===== config.mk =====
export PLATFORM = sky130hd
export DESIGN_NAME = pwm_time_base_sync_chain
export DESIGN_NICKNAME = d
export VERILOG_FILES = /design/src/verilog/pwm_sync_pkg.sv /design/src/verilog/match_strobe.sv /design/src/verilog/pwm_time_base_sync_chain.sv
export SDC_FILE = /design/constraint.sdc
export NUM_CORES = 1
export LEC_CHECK = 0
export BUFFER_PORTS_ARGS = -buffer_cell sky130_fd_sc_hd__buf_2
export CORE_ASPECT_RATIO = 1.4
export CORE_MARGIN = 2
export CORE_UTILIZATION = 45
export DETAILED_ROUTE_END_ITERATION = 7
export HOLD_SLACK_MARGIN = 0.06
export SYNTH_ARGS = -nofsm -noshare
export SYNTH_HDL_FRONTEND = slang
export SYNTH_HIERARCHICAL = 1
export SYNTH_SLANG_ARGS = --single-unit

===== constraint.sdc =====
create_clock -name ref_clk -period 4.15 [get_ports ref_clk]
set_input_delay 0.415 -clock ref_clk [delete_from_list [all_inputs] [get_ports ref_clk]]
set_output_delay 0.415 -clock ref_clk [all_outputs]
set_load 0.02 [all_outputs]

===== src/verilog/pwm_sync_pkg.sv =====
// Function
// - Phase load enabled: sync strobe loads phase
// - Phase load disabled: sync strobe is ignored
// - Pass-through source forwards each incoming strobe
// - Period source strobes on counter equal period
// - Compare B source strobes on counter match
// - Disabled source never drives a strobe
// - Phase load and source select are independent
// - Phase value inert while loading disabled
// - Reloaded slave stays locked to master
// - Up-count period spans period plus one
package pwm_sync_pkg;

  localparam int CNT_W = 16;
  localparam int PRE_W = 8;
  localparam int ADR_W = 4;

  localparam logic [ADR_W-1:0] ADDR_CTRL     = 4'h0;
  localparam logic [ADR_W-1:0] ADDR_PERIOD   = 4'h1;
  localparam logic [ADR_W-1:0] ADDR_PHASE    = 4'h2;
  localparam logic [ADR_W-1:0] ADDR_CMP_B    = 4'h3;
  localparam logic [ADR_W-1:0] ADDR_COUNTER  = 4'h4;
  localparam logic [ADR_W-1:0] ADDR_PRESCALE = 4'h5;
  localparam logic [ADR_W-1:0] ADDR_STATUS   = 4'h6;

  localparam int CTRL_PLE_BIT  = 0;
  localparam int CTRL_SEL_LSB  = 1;
  localparam int CTRL_RUN_BIT  = 3;
  localparam int STAT_IN_BIT   = 0;
  localparam int STAT_OUT_BIT  = 1;

  localparam logic [CNT_W-1:0] PERIOD_RST   = 16'hFFFF;
  localparam logic [CNT_W-1:0] PHASE_RST    = 16'h0000;
  localparam logic [CNT_W-1:0] CMP_B_RST    = 16'h0000;
  localparam logic [CNT_W-1:0] COUNTER_RST  = 16'h0000;
  localparam logic [PRE_W-1:0] PRESCALE_RST = 8'h00;
  localparam logic [CNT_W-1:0] CNT_ONE      = 16'h0001;
  localparam logic [PRE_W-1:0] PRE_ONE      = 8'h01;

  typedef enum logic [1:0] {
    SRC_PASS  = 2'h0,
    SRC_PRD   = 2'h1,
    SRC_CMP_B = 2'h2,
    SRC_OFF   = 2'h3
  } sync_src_t;

  typedef enum logic [1:0] {
    ST_STOP = 2'b01,
    ST_RUN  = 2'b10
  } run_state_t;

  typedef struct packed {
    logic [ADR_W-1:0] addr;
    logic [CNT_W-1:0] wdata;
    logic             we;
    logic             re;
  } bus_req_t;

  typedef struct packed {
    logic eq_prev;
  } match_state_t;

  typedef struct packed {
    run_state_t       st;
    logic             ple;
    sync_src_t        sel;
    logic [CNT_W-1:0] period;
    logic [CNT_W-1:0] phase;
    logic [CNT_W-1:0] cmp_b;
    logic [CNT_W-1:0] counter;
    logic [PRE_W-1:0] prescale;
    logic [PRE_W-1:0] pre_cnt;
    logic             seen_in;
    logic             seen_out;
    logic             sync_out;
    logic [CNT_W-1:0] rdata;
  } tb_state_t;

endpackage


===== src/verilog/match_strobe.sv =====
`timescale 1ns/1ns
module match_strobe #(
  parameter int W = 16
) (
  input  logic         ref_clk,
  input  logic         rst_b,
  input  logic [W-1:0] count,
  input  logic [W-1:0] match_value,
  output logic         hit
);

  pwm_sync_pkg::match_state_t st_r;
  pwm_sync_pkg::match_state_t st_nxt;
  logic                       eq;

  assign eq = (count == match_value);

  assign hit = eq & ~st_r.eq_prev;

  always_comb begin
    st_nxt = st_r;
    st_nxt.eq_prev = eq;
  end

  always_ff @(posedge ref_clk or negedge rst_b) begin
    if (!rst_b) begin
      st_r.eq_prev <= 1'b0;
    end else begin
      st_r <= st_nxt;
    end
  end
endmodule


===== src/verilog/pwm_time_base_sync_chain.sv =====
// The register offsets and the plain strobed port were decided locally.
`timescale 1ns/1ns
module pwm_time_base_sync_chain (
  input  logic                            ref_clk,
  input  logic                            rst_b,
  input  pwm_sync_pkg::bus_req_t          bus_req,
  output logic [pwm_sync_pkg::CNT_W-1:0]  rdata,
  input  logic                            sync_input_strobe,
  output logic                            sync_output_strobe,
  output logic [pwm_sync_pkg::CNT_W-1:0]  time_base_counter,
  output logic                            time_base_tick
);

  pwm_sync_pkg::tb_state_t s_r;
  pwm_sync_pkg::tb_state_t s_nxt;
  logic                    running;
  logic                    tick;
  logic                    load;
  logic                    prd_hit;
  logic                    cmp_b_hit;
  logic                    wr_status;

  assign running = (s_r.st == pwm_sync_pkg::ST_RUN);
  assign tick    = running & (s_r.pre_cnt == s_r.prescale);

  assign load = sync_input_strobe & s_r.ple;

  assign wr_status = bus_req.we & (bus_req.addr == pwm_sync_pkg::ADDR_STATUS);

  assign rdata              = s_r.rdata;
  assign sync_output_strobe = s_r.sync_out;
  assign time_base_counter  = s_r.counter;
  assign time_base_tick     = tick;

  match_strobe #(
    .W (pwm_sync_pkg::CNT_W)
  ) u_prd_match (
    .ref_clk     (ref_clk),
    .rst_b       (rst_b),
    .count       (s_r.counter),
    .match_value (s_r.period),
    .hit         (prd_hit)
  );

  match_strobe #(
    .W (pwm_sync_pkg::CNT_W)
  ) u_cmp_b_match (
    .ref_clk     (ref_clk),
    .rst_b       (rst_b),
    .count       (s_r.counter),
    .match_value (s_r.cmp_b),
    .hit         (cmp_b_hit)
  );

  always_comb begin
    s_nxt = s_r;
    s_nxt.rdata = '0;

    // Register writes
    if (bus_req.we) begin
      case (bus_req.addr)
        pwm_sync_pkg::ADDR_CTRL: begin
          s_nxt.ple = bus_req.wdata[pwm_sync_pkg::CTRL_PLE_BIT];
          s_nxt.sel = pwm_sync_pkg::sync_src_t'(
            bus_req.wdata[pwm_sync_pkg::CTRL_SEL_LSB +: 2]);
          s_nxt.st  = bus_req.wdata[pwm_sync_pkg::CTRL_RUN_BIT] ?
                      pwm_sync_pkg::ST_RUN : pwm_sync_pkg::ST_STOP;
        end
        pwm_sync_pkg::ADDR_PERIOD: begin
          s_nxt.period = bus_req.wdata;
        end
        pwm_sync_pkg::ADDR_PHASE: begin
          s_nxt.phase = bus_req.wdata;
        end
        pwm_sync_pkg::ADDR_CMP_B: begin
          s_nxt.cmp_b = bus_req.wdata;
        end
        pwm_sync_pkg::ADDR_PRESCALE: begin
          s_nxt.prescale = bus_req.wdata[pwm_sync_pkg::PRE_W-1:0];
        end
        default: begin
          s_nxt.rdata = '0;
        end
      endcase
    end

    // Time-base stepping
    case (s_r.st)
      pwm_sync_pkg::ST_RUN: begin
        if (tick) begin
          s_nxt.pre_cnt = '0;
          if (s_r.counter == s_r.period) begin
            s_nxt.counter = '0;
          end else begin
            s_nxt.counter = s_r.counter + pwm_sync_pkg::CNT_ONE;
          end
        end else begin
          s_nxt.pre_cnt = s_r.pre_cnt + pwm_sync_pkg::PRE_ONE;
        end
      end
      pwm_sync_pkg::ST_STOP: begin
        s_nxt.pre_cnt = '0;
      end
      default: begin
        s_nxt.st      = pwm_sync_pkg::ST_STOP;
        s_nxt.pre_cnt = '0;
      end
    endcase

    if (load) begin
      s_nxt.counter = s_r.phase;
      s_nxt.pre_cnt = '0;
    end

    case (s_r.sel)
      pwm_sync_pkg::SRC_PASS:  s_nxt.sync_out = sync_input_strobe;
      pwm_sync_pkg::SRC_PRD:   s_nxt.sync_out = prd_hit;
      pwm_sync_pkg::SRC_CMP_B: s_nxt.sync_out = cmp_b_hit;
      default:                 s_nxt.sync_out = 1'b0;
    endcase

    // Sticky status, set beats clear
    if (wr_status) begin
      if (bus_req.wdata[pwm_sync_pkg::STAT_IN_BIT]) begin
        s_nxt.seen_in = 1'b0;
      end
      if (bus_req.wdata[pwm_sync_pkg::STAT_OUT_BIT]) begin
        s_nxt.seen_out = 1'b0;
      end
    end
    if (sync_input_strobe) begin
      s_nxt.seen_in = 1'b1;
    end
    if (s_r.sync_out) begin
      s_nxt.seen_out = 1'b1;
    end

    // Register reads
    if (bus_req.re) begin
      case (bus_req.addr)
        pwm_sync_pkg::ADDR_CTRL: begin
          s_nxt.rdata[pwm_sync_pkg::CTRL_PLE_BIT]      = s_r.ple;
          s_nxt.rdata[pwm_sync_pkg::CTRL_SEL_LSB +: 2] = s_r.sel;
          s_nxt.rdata[pwm_sync_pkg::CTRL_RUN_BIT]      = running;
        end
        pwm_sync_pkg::ADDR_PERIOD: begin
          s_nxt.rdata = s_r.period;
        end
        pwm_sync_pkg::ADDR_PHASE: begin
          s_nxt.rdata = s_r.phase;
        end
        pwm_sync_pkg::ADDR_CMP_B: begin
          s_nxt.rdata = s_r.cmp_b;
        end
        pwm_sync_pkg::ADDR_COUNTER: begin
          s_nxt.rdata = s_r.counter;
        end
        pwm_sync_pkg::ADDR_PRESCALE: begin
          s_nxt.rdata[pwm_sync_pkg::PRE_W-1:0] = s_r.prescale;
        end
        pwm_sync_pkg::ADDR_STATUS: begin
          s_nxt.rdata[pwm_sync_pkg::STAT_IN_BIT]  = s_r.seen_in;
          s_nxt.rdata[pwm_sync_pkg::STAT_OUT_BIT] = s_r.seen_out;
        end
        default: begin
          s_nxt.rdata = '0;
        end
      endcase
    end
  end

  always_ff @(posedge ref_clk or negedge rst_b) begin
    if (!rst_b) begin
      s_r.st       <= pwm_sync_pkg::ST_STOP;
      s_r.ple      <= 1'b0;
      s_r.sel      <= pwm_sync_pkg::SRC_OFF;
      s_r.period   <= pwm_sync_pkg::PERIOD_RST;
      s_r.phase    <= pwm_sync_pkg::PHASE_RST;
      s_r.cmp_b    <= pwm_sync_pkg::CMP_B_RST;
      s_r.counter  <= pwm_sync_pkg::COUNTER_RST;
      s_r.prescale <= pwm_sync_pkg::PRESCALE_RST;
      s_r.pre_cnt  <= '0;
      s_r.seen_in  <= 1'b0;
      s_r.seen_out <= 1'b0;
      s_r.sync_out <= 1'b0;
      s_r.rdata    <= '0;
    end else begin
      s_r <= s_nxt;
    end
  end
endmodule


==> results of run 1 <==
[cells in the final DEF, fill, tap and decap left out, drive strengths merged, types with 3 or more instances in the layout]
master	n
nand3b	5
nand4	15
ha	3
o21ai	16
nor4	3
clkbuf	11
a21oi	20
xor2	5
mux2i	4
nor2	37
a31oi	15
and2b	4
xnor2	58
dfrtp	87
buf	64
nand4b	4
nand2	22
mux2	59
inv	4
and3	7
nand2b	5
a22oi	25
nor3	5
dfstp	19
nand3	20
nor2b	7
a222oi	6
[path summary, 6_finish.rpt]
check	slack (ps)	depth (start not counted)	to
worst max register to register	1680	6	time_base_counter[12]$_DFFE_PN0P_
worst min register to register	450	1	s_r[17]$_DFFE_PN0P_
worst min-delay path	230	1	time_base_counter[11]$_DFFE_PN0P_
min in group ref_clk	320	2	s_r[62]$_DFFE_PN0P_
worst max-delay path	1680	6	time_base_counter[12]$_DFFE_PN0P_
max in group asynchronous	2880	2	s_r[96]$_DFFE_PN1P_
[layer usage]
layer	vias up	routed length, um	global-route usage	part of all wire
li1	1883	-	-	-
met1	2055	6100	0.272	0.42
met2	120	7410	0.376	0.51
met3	18	586	0.0406	0.041
met4	0	312	0.0814	0.022
met5	-	0	0	0
[final cells by class]
cell class                 count  area [um2]
fill                        1144        6170
sequential                   106        2680
multi-input combinational    358        2670
timing repair buffer          64         338
clock buffer                  11         253
tap                          150         188
clock inverter                 5        62.6
inverter                       4        15.0
[kinds of logic (layout without fill, tap and decap cells)]
kind of cell    after synthesis  in the layout  synth area share
buf+inv                      59             84            0.0640
flops                       106            106             0.469
xor+xnor                     63             63            0.0980
fa+ha+maj                     3              3           0.00658
mux                          64             64             0.127
simple gates                139            139             0.133
compound gates               89             89             0.102
[critical path: stages, from the launching register on]
cell,delay [ps]
dfrtp_1,410
xnor2_1,190
nand3_1,140
nor3_2,420
nor2b_2,660
or3b_1,410
a31oi_1,160
[registers in the layout (all words and copies together), names as in the netlist]
signal,flops
s_r,71
rdata,16
time_base_counter,16
sync_output_strobe,1
u_cmp_b_match/st_r,1
u_prd_match/st_r,1
[stage by stage]
stage	worst slack (ps)	instance area (um2)	hold WS [ps]	instances	power [mW]
after detailed placement	1370	5890	436	682	2.62
final	1680	6200	233	698	3.50
after global placement	1410	5890	434	682	2.61
after global routing	1520	6200	305	698	3.68
after floorplan	2200	5710	119	523	2.39
after CTS	1670	6200	274	698	3.52
[where the power goes]
part | switching, mW | internal, mW | total, mW
registers | 0.375 | 1.28 | 1.66
logic | 0.463 | 0.485 | 0.948
clock network | 0.393 | 0.503 | 0.896
total | 1.23 | 2.27 | 3.50
==> run_results.csv, run 1 <==
group,metric,value,unit
finish,num_antenna_cells,0,
synth,async_flop_share,1.00,
sta,fmax,405,MHz
synth,synth_edf_count,0,
grt,antenna_found_initial,0,
synth,synth_common_cells,"dfrtp_1, mux2_2, xnor2_1",
finish,fin_util,0.501,
synth,yosysWarnings,6,
clock_tree,hold_buffers,0,
finish,syn_to_final_growth,8.68,%
power,irDropWorstVdd,0.280,mV
grt,overflow,0,
sta,tightest_slew,1000,ps
placed_design,place_congestion,0.851,
floorplan,die_w,99.2,um
finish,drive_gt1_frac,0.308,
sta,setup-tns-final,0,ps
clock_tree,cts_root_buf,"clkbuf_16",
worst_setup_path,required,4430,ps
clock_tree,cts_resized,0,
placed_design,place.detailed.hpwl,10000,um
detailed_routing,drt_iter0_markers,315,
sta,max_slew_margin,0.332,
power,power_density,564,nW/um2
floorplan,die_y,137,um
run_status,status,"finished, final reports clean",
worst_setup_path,critPathArrivalTime,2750,ps
detailed_routing,drc,0,
worst_hold_path,hold_class,"input pin to async pin",
synth,synthCells,523,
floorplan,num_rows,48,
flow_run,cap_violations,0,
synth,synth_ff_type,"dfrtp_1",
detailed_routing,ant_nets,0,
placed_design,portBuffers,58,
sta,drv_slew,0,
grt,grt_max_degree,77,
synth,syn_area_per_cell,10.9,um2
worst_setup_path,critPathKind,"flip-flop to flip-flop",
floorplan,initial_core_util,0.461,
detailed_routing,vias,4076,
clock_tree,clk_path_buf_depth,2,
worst_setup_path,path_max_fanout,14,
synth,synth_fp_nets,551,
detailed_routing,wl,14400,um
sta,clock_skew,10.1,ps
worst_setup_path,setup.worst_path.start,"s_r[31]$_DFFE_PN0P_",
sta,finalHoldViolations,0,
detailed_routing,routedWlPerCell,20.7,um
grt,grt_pass1_wl,22400,um
worst_setup_path,timing.rr.start,"s_r[31]$_DFFE_PN0P_",
synth,yosysMostFrequentCell,"dfrtp_1",
synth,synth_area_leaders,"dfrtp_1, mux2_2, dfstp_2, xnor2_1, buf_4",
clock_tree,clkTransAtPathRegs,70,ps
sta,finalSetupViolCount,0,
sta,post-route-period-util,0.595,
synth,ys_ff_latch,106,
sta,period_needed,2470,ps
sta,rsz0062_at_grt,"no",
finish,nNetsFinal,571,
detailed_routing,vias_per_cell,5.84,
clock_tree,cts.sink_count,106,
synth,syn_area,5710,um2
floorplan,io_pins,59,
floorplan,core,12400,um2
detailed_routing,dr.pass1.iters,5,
synth,yosys.area.top_type,"dfrtp_1",
worst_setup_path,worst_setup_path_end_kind,"flip-flop",
synth,synth_top_area_share,0.381,
clock_tree,clk-insertion-delay-late,350,ps
clock_tree,cts-buffers-inserted,9,
clock_tree,cts_tree,"done",
power,leakagePower,2.53,nW
floorplan,die_area,13600,um2
worst_setup_path,start_kind,"flip-flop",
clock_tree,cts_setup_buffers,0,
synth,ys_seq_area_frac,0.469,
grt,grt_util_all_layers,0.218,
synth,ys_types,47,
clock_tree,htreeDepth,3,
grt,first_global_vias,4000,
(Power assumes the default switching activity.)
==> run 2, diff against run 1 <==
clock period = 2.5 ns   (was 4.15 ns; I/O delays follow)
==> run 2 against run 1 <==
Critical endpoint is now time_base_counter[9]$_DFFE_PN0P_. Sequential share of layout area decreased by 1.7 points. Maximum frequency is 14% higher. Utilization rose by 2.1 points. Highest routed layer unchanged.
==> run_results.csv, run 2 (synthesis results as in run 1) <==
group,metric,value,unit
clock_tree,htreeDepth,3,
sta,period_needed,2170,ps
finish,layout_common_cells,"dfrtp_1, mux2_2, xnor2_1, buf_2, nor2_1",
finish,fillers,1112,
clock_tree,cts.sink_count,106,
worst_setup_path,cpMaxStageDelayCell,"dfstp_2",
power,irDropWorstVdd,0.376,mV
finish,drive_gt1_frac,0.333,
finish,layout.cells.most_common,"dfrtp_1",
clock_tree,cts_setup_buffers,0,
worst_setup_path,cp_top_family,"simple AND/OR/NAND/NOR gates",
floorplan,core,12400,um2
finish,nNetsFinal,593,
finish,regMostFlops,"s_r",
finish,final_area,6460,um2
grt,grtUsageMet1,0.284,
clock_tree,clkTransAtPathRegs,70,ps
placed_design,portBuffers,58,
worst_setup_path,start_kind,"flip-flop",
grt,grt_util_all_layers,0.227,
sta,fmax,461,MHz
worst_setup_path,crit_buf_inv,1,
sta,setup-tns-final,0,ps
finish,largest_reg_flops,71,
grt,overflow,0,
detailed_routing,drc,0,
worst_setup_path,path_max_fanout,12,
worst_hold_path,hold_class,"input pin to flip-flop",
grt,grt_most_used_layer,"met2",
worst_hold_path,hold_end,"s_r[82]$_DFFE_PN0P_",
clock_tree,cts_root_buf,"clkbuf_16",
sta,clock_skew,6.41,ps
worst_setup_path,path_cells,"xnor2_1 > nand4_1 > nor4_4 > buf_4 > and2b_1 > o21ai_0 > a31oi_1",
floorplan,num_rows,48,
floorplan,die_y,137,um
sta,drv_slew,0,
worst_setup_path,critPathKind,"flip-flop to flip-flop",
grt,grt_pass1_wl,23400,um
floorplan,initial_core_util,0.461,
power,power,6.24,mW
worst_hold_path,hold_start,"bus_req[17]",
grt,antenna_found_initial,0,
power,power_density,966,nW/um2
worst_setup_path,timing.rr.start,"s_r[89]$_DFFE_PN1P_",
sta,max_slew_margin,0.565,
sta,finalHoldViolations,0,
sta,rsz0062_at_grt,"no",
placed_design,place.detailed.hpwl,10900,um
detailed_routing,vias_per_cell,5.88,
clock_tree,clk-insertion-delay-late,350,ps
clock_tree,clk_path_buf_depth,2,
grt,grt_use_met3,0.0421,
placed_design,placed_area,6080,um2
worst_setup_path,cpPeakStageDelay,570,ps
finish,syn_to_final_growth,13.2,%
worst_setup_path,worst_setup_path_end_kind,"flip-flop",
power,leakagePower,2.68,nW
floorplan,die_area,13600,um2
grt,grt.met2_usage,0.384,
finish,final_cell_count_no_fill,720,
grt,grt_max_degree,44,
finish,multiInputGateArea,2670,um2
sta,finalSetupViolCount,0,
sta,tightest_slew,652,ps
flow_run,cap_violations,0,
finish,num_antenna_cells,0,
worst_setup_path,rrSetupSlack,330,ps
run_status,status,"finished, final reports clean",
placed_design,dp.cells,703,
clock_tree,cts_tree,"done",
detailed_routing,wl,15000,um
worst_setup_path,critPathArrivalTime,2390,ps
detailed_routing,vias,4233,
detailed_routing,routedWlPerCell,20.8,um
finish,register_area,2680,um2
worst_hold_path,min_path_cells,2,
clock_tree,cts-buffers-inserted,9,
placed_design,place_congestion,0.864,
detailed_routing,ant_nets,0,
floorplan,io_pins,59,
worst_setup_path,required,2730,ps
grt,first_global_vias,4192,
worst_setup_path,r2r-end,"time_base_counter[9]$_DFFE_PN0P_",
floorplan,die_w,99.2,um
worst_setup_path,reg2reg_depth,7,
sta,post-route-period-util,0.867,
detailed_routing,drt_iter0_markers,283,
detailed_routing,dr.pass1.iters,6,
## run 2: cell count changes in the layout (fill, tap and decap cells not counted), moves of 2 or more
| cell | change |
|---|---|
| bufinv_16 | +3 |
| buf_4 | +18 |
| buf_12 | +3 |
| clkbuf_8 | -2 |
## run 2: per-layer routing
metal  vias to the layer above  wire, um
met5                         -         0
met4                         0       507
met3                        28       724
met2                       132      7600
met1                      2144      6170
li1                       1929         -
## run 2: area by class of cell
cell class / count / share of cell area
sequential: 106 / 0.414
multi-input combinational: 358 / 0.413
timing repair buffer: 86 / 0.0841
clock buffer: 9 / 0.0349
tap: 150 / 0.0291
clock inverter: 7 / 0.0219
inverter: 4 / 0.00232
## run 2: report_power, final
group	leakage (nW)	switching, mW	internal, mW
clock network	0.176	0.641	1.08
registers	1.29	0.496	2.13
logic	1.22	0.983	0.907
total	2.68	2.12	4.12
## run 2: how the worst max path moves through the flow
stage | depth (start not counted) | from | end
floorplan | 6 | s_r[21]$_DFF_PN0_ | time_base_counter[12]$_DFFE_PN0P_
finish | 7 | s_r[89]$_DFFE_PN1P_ | time_base_counter[9]$_DFFE_PN0P_
detailed placement | 7 | s_r[89]$_DFFE_PN1P_ | time_base_counter[9]$_DFFE_PN0P_
global placement | 7 | s_r[89]$_DFFE_PN1P_ | time_base_counter[8]$_DFFE_PN0P_
CTS | 7 | s_r[89]$_DFFE_PN1P_ | time_base_counter[9]$_DFFE_PN0P_
global route | 7 | time_base_counter[3]$_DFFE_PN0P_ | time_base_counter[8]$_DFFE_PN0P_
## run 2: worst register-to-register path: stages, from the launching register on
cell	delay, ps
dfstp_2	570
xnor2_1	140
nand4_1	210
nor4_4	430
buf_4	270
and2b_1	190
o21ai_0	140
a31oi_1	100
## run 2: repair_timing
item / 4_1_cts / 5_1_grt
gates resized for setup: 0 / 0
hold endpoints to repair: 35 / 0
hold buffers: 1 / 0
## run 2: stage by stage
| stage | hold WS (ps) | util | setup slack, ps |
|---|---|---|---|
| 6_report | 160 | 0.522 | 332 |
| 5_1_grt | 158 | 0.522 | 115 |
| 2_1_floorplan | -45.6 | - | 553 |
| 3_3_place_gp | 275 | 0.492 | 383 |
| 4_1_cts | 153 | 0.522 | 320 |
| 3_5_place_dp | 285 | 0.492 | 345 |
